[src/core/acs_pkg.sv]
package acs_pkg;

  // Result width
  localparam int RESULT_W = 12;

  // Clock rate and timing
  localparam int CLK_PERIOD_NS     = 10;
  localparam int START_MIN_NS      = 10;
  localparam int START_MIN_CYC     = (START_MIN_NS + CLK_PERIOD_NS - 1) / CLK_PERIOD_NS;
  localparam int CONV_CYC_DEFAULT  = 88;
  localparam int TRACK_LEAD_CYC    = 1;
  localparam int WAKE_PARTIAL_CYC  = 4;
  localparam int WAKE_FULL_CYC     = 40;
  localparam int CNT_W             = 16;

  // Values after reset
  localparam logic [RESULT_W-1:0] RESULT_RST = 12'h000;

  // Converter sequencing states
  typedef enum logic [4:0] {
    ACS_ACQUIRE = 5'h01,
    ACS_CONVERT = 5'h02,
    ACS_SLEEP   = 5'h04,
    ACS_WAKE    = 5'h08,
    ACS_IDLE_HI = 5'h10
  } acs_state_t;

  // Power controls toward the analog section
  typedef struct packed {
    logic ref_on;
    logic osc_on;
    logic analog_on;
  } acs_power_t;

endpackage : acs_pkg

[src/core/acs_sync.sv]
`timescale 1ns/1ps
// Three-stage synchroniser; change accepted when stages two and three agree
module acs_sync #(
  parameter logic RST_VAL = 1'b1
) (
  input  wire logic ref_clk,
  input  wire logic rst,
  input  wire logic din,
  output logic      dout,
  output logic      fall,
  output logic      rise
);

  logic [2:0] stage;
  logic [2:0] next_stage;
  logic       next_dout;

  // Stage one feeds only stage two
  always_comb begin
    next_stage = {stage[1], stage[0], din};
    next_dout  = dout;
    if (stage[2] == stage[1]) begin
      next_dout = stage[2];
    end
  end

  always_ff @(posedge ref_clk) begin
    if (rst) begin
      stage <= {3{RST_VAL}};
      dout  <= RST_VAL;
    end else begin
      stage <= next_stage;
      dout  <= next_dout;
    end
  end

  // Edges from stages two and three, so a single-sample pulse still counts
  assign fall = stage[2] & ~stage[1];
  assign rise = ~stage[2] & stage[1];

endmodule : acs_sync

[src/core/acs_ctrl.sv]
`timescale 1ns/1ps
// Functional notes
// - Result bus is driven only while chip select and read are both low, as one AND.
// - With both strobes held low the bus stays driven and a new result shows on the same edge that busy falls.
// - A start falling edge puts the track/hold into hold and starts a conversion.
// - A start low pulse of ten nanoseconds is a valid trigger.
// - Start still low at the end of conversion enters the selected sleep depth.
// - In sleep the next start rising edge wakes the part, wake time set by depth.
// - Partial sleep keeps reference and oscillator on, full sleep powers all analog down.
// - Busy rises after the start falling edge and stays high for the whole conversion.
// - Busy falls on the same clock edge that loads the result into the output register.
// - Track/hold returns to track just before busy falls; acquisition starts with busy low.
// - Start low as busy falls means sleep is entered on that busy falling edge.
// - A start falling edge while busy aborts and restarts conversion from the new sample.
// - The result port is twelve bits, three-stated whenever either strobe is high.
module acs_ctrl #(
  parameter int CONV_CYC = acs_pkg::CONV_CYC_DEFAULT
) (
  input  wire logic                         ref_clk,
  input  wire logic                         rst,
  input  wire logic                         conversion_start_n,
  input  wire logic                         sleep_depth_select,
  input  wire logic                         chip_select_n,
  input  wire logic                         read_n,
  input  wire logic [acs_pkg::RESULT_W-1:0] sar_value,
  output logic      [acs_pkg::RESULT_W-1:0] result_bus,
  output logic      [acs_pkg::RESULT_W-1:0] result_bus_oe,
  output logic                              busy,
  output logic                              hold,
  output logic                              sleeping,
  output acs_pkg::acs_power_t               power
);

  localparam logic [acs_pkg::CNT_W-1:0] CONV_LAST  = acs_pkg::CNT_W'(CONV_CYC - 1);
  localparam logic [acs_pkg::CNT_W-1:0] TRACK_AT   =
    acs_pkg::CNT_W'(CONV_CYC - 1 - acs_pkg::TRACK_LEAD_CYC);
  localparam logic [acs_pkg::CNT_W-1:0] WAKE_P_LAST =
    acs_pkg::CNT_W'(acs_pkg::WAKE_PARTIAL_CYC - 1);
  localparam logic [acs_pkg::CNT_W-1:0] WAKE_F_LAST =
    acs_pkg::CNT_W'(acs_pkg::WAKE_FULL_CYC - 1);

  logic start_lvl;
  logic start_fall;
  logic start_rise;
  logic sel_lvl;
  logic cs_lvl;
  logic rd_lvl;

  // Start pin; edges skip the agreement filter so a one-cycle 10 ns pulse is caught
  acs_sync #(.RST_VAL(1'b1)) u_sync_start (
    .ref_clk (ref_clk),
    .rst     (rst),
    .din     (conversion_start_n),
    .dout    (start_lvl),
    .fall    (start_fall),
    .rise    (start_rise)
  );

  acs_sync #(.RST_VAL(1'b1)) u_sync_sel (
    .ref_clk (ref_clk),
    .rst     (rst),
    .din     (sleep_depth_select),
    .dout    (sel_lvl),
    .fall    (),
    .rise    ()
  );

  acs_sync #(.RST_VAL(1'b1)) u_sync_cs (
    .ref_clk (ref_clk),
    .rst     (rst),
    .din     (chip_select_n),
    .dout    (cs_lvl),
    .fall    (),
    .rise    ()
  );

  acs_sync #(.RST_VAL(1'b1)) u_sync_rd (
    .ref_clk (ref_clk),
    .rst     (rst),
    .din     (read_n),
    .dout    (rd_lvl),
    .fall    (),
    .rise    ()
  );

  acs_pkg::acs_state_t                state;
  acs_pkg::acs_state_t                next_state;
  logic [acs_pkg::CNT_W-1:0]          cnt;
  logic [acs_pkg::CNT_W-1:0]          next_cnt;
  logic [acs_pkg::RESULT_W-1:0]       result_reg;
  logic [acs_pkg::RESULT_W-1:0]       next_result_reg;
  logic                               next_busy;
  logic                               next_hold;
  logic                               next_sleeping;
  logic                               deep;
  logic                               next_deep;
  acs_pkg::acs_power_t                next_power;
  logic [acs_pkg::RESULT_W-1:0]       next_result_bus;
  logic [acs_pkg::RESULT_W-1:0]       next_result_bus_oe;
  logic                               read_on;

  // Conversion, sleep and wake sequencing
  always_comb begin
    next_state      = state;
    next_cnt        = cnt;
    next_result_reg = result_reg;
    next_busy       = busy;
    next_hold       = hold;
    next_sleeping   = sleeping;
    next_deep       = deep;
    case (state)
      acs_pkg::ACS_ACQUIRE, acs_pkg::ACS_IDLE_HI: begin
        if (start_fall) begin
          next_state = acs_pkg::ACS_CONVERT;
          next_hold  = 1'b1;
          next_busy  = 1'b1;
          next_cnt   = '0;
        end
      end
      acs_pkg::ACS_CONVERT: begin
        if (start_fall) begin
          // Restart from the fresh sample, busy stays high
          next_cnt  = '0;
          next_hold = 1'b1;
        end else if (cnt == CONV_LAST) begin
          // Result latched on the same edge that busy drops
          next_result_reg = sar_value;
          next_busy       = 1'b0;
          next_hold       = 1'b0;
          if (!start_lvl) begin
            next_state    = acs_pkg::ACS_SLEEP;
            next_sleeping = 1'b1;
            next_deep     = ~sel_lvl;
          end else begin
            next_state = acs_pkg::ACS_ACQUIRE;
          end
        end else begin
          next_cnt = cnt + 1'b1;
          if (cnt == TRACK_AT) begin
            next_hold = 1'b0;
          end
        end
      end
      acs_pkg::ACS_SLEEP: begin
        if (start_rise) begin
          next_state = acs_pkg::ACS_WAKE;
          next_cnt   = '0;
        end
      end
      acs_pkg::ACS_WAKE: begin
        // Wake time depends on how deep the sleep was
        if (cnt == (deep ? WAKE_F_LAST : WAKE_P_LAST)) begin
          next_state    = acs_pkg::ACS_IDLE_HI;
          next_sleeping = 1'b0;
          next_deep     = 1'b0;
        end else begin
          next_cnt = cnt + 1'b1;
        end
      end
      default: begin
        next_state    = acs_pkg::ACS_ACQUIRE;
        next_busy     = 1'b0;
        next_hold     = 1'b0;
        next_sleeping = 1'b0;
        next_deep     = 1'b0;
        next_cnt      = '0;
      end
    endcase
  end

  // Power-domain controls follow the sleep depth
  always_comb begin
    next_power.ref_on    = 1'b1;
    next_power.osc_on    = 1'b1;
    next_power.analog_on = 1'b1;
    if (next_sleeping) begin
      next_power.analog_on = 1'b0;
      next_power.ref_on    = ~next_deep;
      next_power.osc_on    = ~next_deep;
    end
  end

  // Read port; strobes are one AND, so either order works
  assign read_on = ~cs_lvl & ~rd_lvl;

  always_comb begin
    next_result_bus    = result_bus;
    next_result_bus_oe = {acs_pkg::RESULT_W{read_on}};
    if (read_on) begin
      // Tracks the register, so a held-low read shows each new result as busy drops
      next_result_bus = next_result_reg;
    end
  end

  always_ff @(posedge ref_clk) begin
    if (rst) begin
      state         <= acs_pkg::ACS_ACQUIRE;
      cnt           <= '0;
      result_reg    <= acs_pkg::RESULT_RST;
      busy          <= 1'b0;
      hold          <= 1'b0;
      sleeping      <= 1'b0;
      deep          <= 1'b0;
      power         <= '1;
      result_bus    <= acs_pkg::RESULT_RST;
      result_bus_oe <= '0;
    end else begin
      state         <= next_state;
      cnt           <= next_cnt;
      result_reg    <= next_result_reg;
      busy          <= next_busy;
      hold          <= next_hold;
      sleeping      <= next_sleeping;
      deep          <= next_deep;
      power         <= next_power;
      result_bus    <= next_result_bus;
      result_bus_oe <= next_result_bus_oe;
    end
  end

endmodule : acs_ctrl

[config.mk]
export PLATFORM = sky130hd
export DESIGN_NAME = acs_ctrl
export DESIGN_NICKNAME = d
export VERILOG_FILES = /design/src/core/acs_pkg.sv /design/src/core/acs_sync.sv /design/src/core/acs_ctrl.sv
export SDC_FILE = /design/constraint.sdc
export NUM_CORES = 1
export LEC_CHECK = 0
export BUFFER_PORTS_ARGS = -buffer_cell sky130_fd_sc_hd__clkbuf_2
export CORE_MARGIN = 2
export CORE_UTILIZATION = 56
export DETAILED_ROUTE_END_ITERATION = 7
export PLACE_DENSITY = 0.85
export SLEW_MARGIN = 20
export SYNTH_ARGS = -nofsm -noshare
export SYNTH_HDL_FRONTEND = slang
export SYNTH_HIERARCHICAL = 1
export SYNTH_SLANG_ARGS = --single-unit
export TNS_END_PERCENT = 1
[constraint.sdc]
create_clock -name ref_clk -period 2.58 [get_ports ref_clk]
set_input_delay 0.516 -clock ref_clk [delete_from_list [all_inputs] [get_ports ref_clk]]
set_output_delay 0.516 -clock ref_clk [all_outputs]
set_load 0.02 [all_outputs]
==> impl_metrics.py <==
metrics = {
    "run_status": {
        "status": "completed",
    },
    "hold_path": {
        "min_path_cells": 2,
        "hold_end": "u_sync_cs/stage[0]$_SDFF_PP1_",
        "min_path_type": "input port to flip-flop",
        "hold_start": "chip_select_n",
    },
    "run": {
        "cap_violations": 0,
    },
    "clock_tree": {
        "cts_root_buf": "clkbuf_8",
        "clkSinkCount": 68,
        "cts_max_level": 3,
        "cts_post_setup_buffers_inserted": 0,
        "cts_made_buffers": 9,
        "clock_path_buffers": 2,
        "tritoncts": "yes",
        "clk_latency_ns": 0.34,
        "hold_buffers": 0,
        "clk_pin_slew_ns": 0.07,
        "post_cts_resized": 0,
    },
    "die": {
        "die_w_um": 79.1,
        "die_h_um": 79.1,
        "initial_core_util": 0.576,
        "dieArea_um2": 6250,
        "rows": 27,
        "io_pins": 48,
        "coreArea_um2": 5470,
    },
    "critical_path": {
        "ff2ff_setup_slack_ns": 0.37,
        "crit_family": "simple AND/OR/NAND/NOR gates",
        "cp.arrival_ns": 2.42,
        "critical_path.slowest_cell": "nor4b_1",
        "cp-start-kind": "flip-flop",
        "worstPathMaxFanout": 10,
        "cp-end-kind": "flip-flop",
        "critical_path.cell_chain": "inv_1 > ha_1 > nor4b_1 > o31a_1 > nor3_1 > xnor2_1 > nor2_1",
        "path_class": "flip-flop to flip-flop",
        "critPathRequiredTime_ns": 2.79,
        "timing.rr.start": "u_sync_start/stage[1]$_SDFF_PP1_",
        "ff2ff_path_depth": 7,
        "worst-path-buf-inv": 1,
        "worstReg2RegEnd": "cnt[8]$_SDFFE_PP0P_",
        "slowest_delay_ns": 0.59,
    },
    "grt": {
        "grt_start_max_net_pins": 25,
        "antenna_found_initial": 0,
        "grt_use_total": 0.217,
        "overflow": 0,
        "grt_pass1_wl_um": 10600,
        "grt_pass1_vias": 2420,
    },
    "cells_and_area": {
        "final_area_um2": 3580,
        "syn2layout_area_growth_pct": 13.6,
        "drive_gt1_frac": 0.250,
        "antenna_cells": 0,
        "final_nets": 396,
        "n_fill_cell": 442,
        "final_core_util": 0.655,
        "largest_reg_flops": 16,
    },
    "synthesis": {
        "synth.avg_cell_area_um2": 9.42,
        "netlist_area_um2": 3150,
        "syn_nets": 360,
        "synth_cells": 335,
        "ys_warn_count": 6,
    },
    "sta": {
        "finalCritPeriodShare": 0.857,
        "max_slew_margin": 0.565,
        "slew_violations": 0,
        "finalHoldViolCount": 0,
        "setup_viol": 0,
        "period_needed_ns": 2.21,
        "setup_ws_ns": 0.369,
        "fin_tns_setup_ns": 0,
        "tightest_slew_ns": 0.643,
        "rsz0062_at_grt": "no",
        "skew_ns": 0.00724,
        "timing.fmax_mhz": 452,
    },
    "power_and_ir_drop": {
        "vdd.ir_drop.worst_mv": 0.460,
        "powerDensity_nw_per_um2": 658,
        "p_total_uw": 2360,
        "leakage_uw": 0.00137,
    },
    "routing": {
        "firstDrtPassIters": 4,
        "drt_iter0_markers": 286,
        "drc_errors": 0,
        "wire_per_inst_um": 13.9,
        "wirelength_um": 6230,
        "via_count": 2520,
        "vias_per_cell": 5.63,
        "ant_nets": 0,
    },
    "placement": {
        "placed_area_um2": 3340,
        "pre_cts_slack_ns": 0.351,
        "gp_congestion": 0.873,
        "dp_hpwl_um": 4470,
        "io_buffers": 47,
    },
}
[cell usage in the layout (no fill, tap or decap), types with 3 or more instances in the layout]
cell and count:
a21oi_1 12, nor3_1 7, a211o_1 4, clkbuf_8 9, nand3_1 7, a211oi_1 15
buf_4 5, ha_1 7, xnor2_1 7, inv_1 11, mux2i_1 12, nand2_1 11
or2_2 13, nor2_1 48, or3_1 5, nor2b_1 8, o31ai_1 3, o21ai_0 9
nor4b_2 3, nand4_1 8, nor4b_1 5, a21o_1 3, dfxtp_1 68, o211ai_1 6
clkbuf_2 47, bufinv_16 3, xor2_1 5
[metal layers]
metal,vias up,share of wire,track usage
li1,1251,-,-
met1,1161,0.44,0.260
met2,86,0.46,0.347
met3,22,0.071,0.0670
met4,0,0.029,0.116
met5,-,0,0
[layout make-up]
class | count | area, um^2 | share of cell area
multi-input combinational | 229 | 1580 | 0.440
sequential | 68 | 1360 | 0.380
timing repair buffer | 52 | 273 | 0.0761
clock buffer | 10 | 128 | 0.0356
clock inverter | 6 | 113 | 0.0314
tap | 72 | 90.1 | 0.0251
inverter | 11 | 41.3 | 0.0115
[power breakdown]
part           leakage, uW  switching [uW]  internal, uW
logic             0.000699             124          85.3
registers         0.000552            30.9          1080
clock network     0.000120             398           644
[stage by stage]
step | hold WS (ns) | cells
after floorplan | 0.389 | 335
after global placement | 0.391 | 432
after detailed placement | 0.394 | 432
after CTS | 0.343 | 448
after global routing | 0.344 | 448
final | 0.357 | 448
[worst max path at each step]
stage	startpoint	endpoint	slack, ns	cells after the start
6_report	u_sync_start/stage[1]$_SDFF_PP1_	cnt[8]$_SDFFE_PP0P_	0.37	7
5_1_grt	u_sync_start/stage[1]$_SDFF_PP1_	cnt[12]$_SDFFE_PP0P_	0.13	7
4_1_cts	u_sync_start/stage[1]$_SDFF_PP1_	cnt[12]$_SDFFE_PP0P_	0.35	7
3_5_place_dp	u_sync_start/stage[1]$_SDFF_PP1_	cnt[12]$_SDFFE_PP0P_	0.35	7
3_3_place_gp	u_sync_start/stage[1]$_SDFF_PP1_	cnt[12]$_SDFFE_PP0P_	0.46	7
2_1_floorplan	u_sync_start/stage[1]$_SDFF_PP1_	result_bus[10]$_SDFFE_PP0P_	0.65	9
No activity file was read; power rests on OpenSTA's default activity.
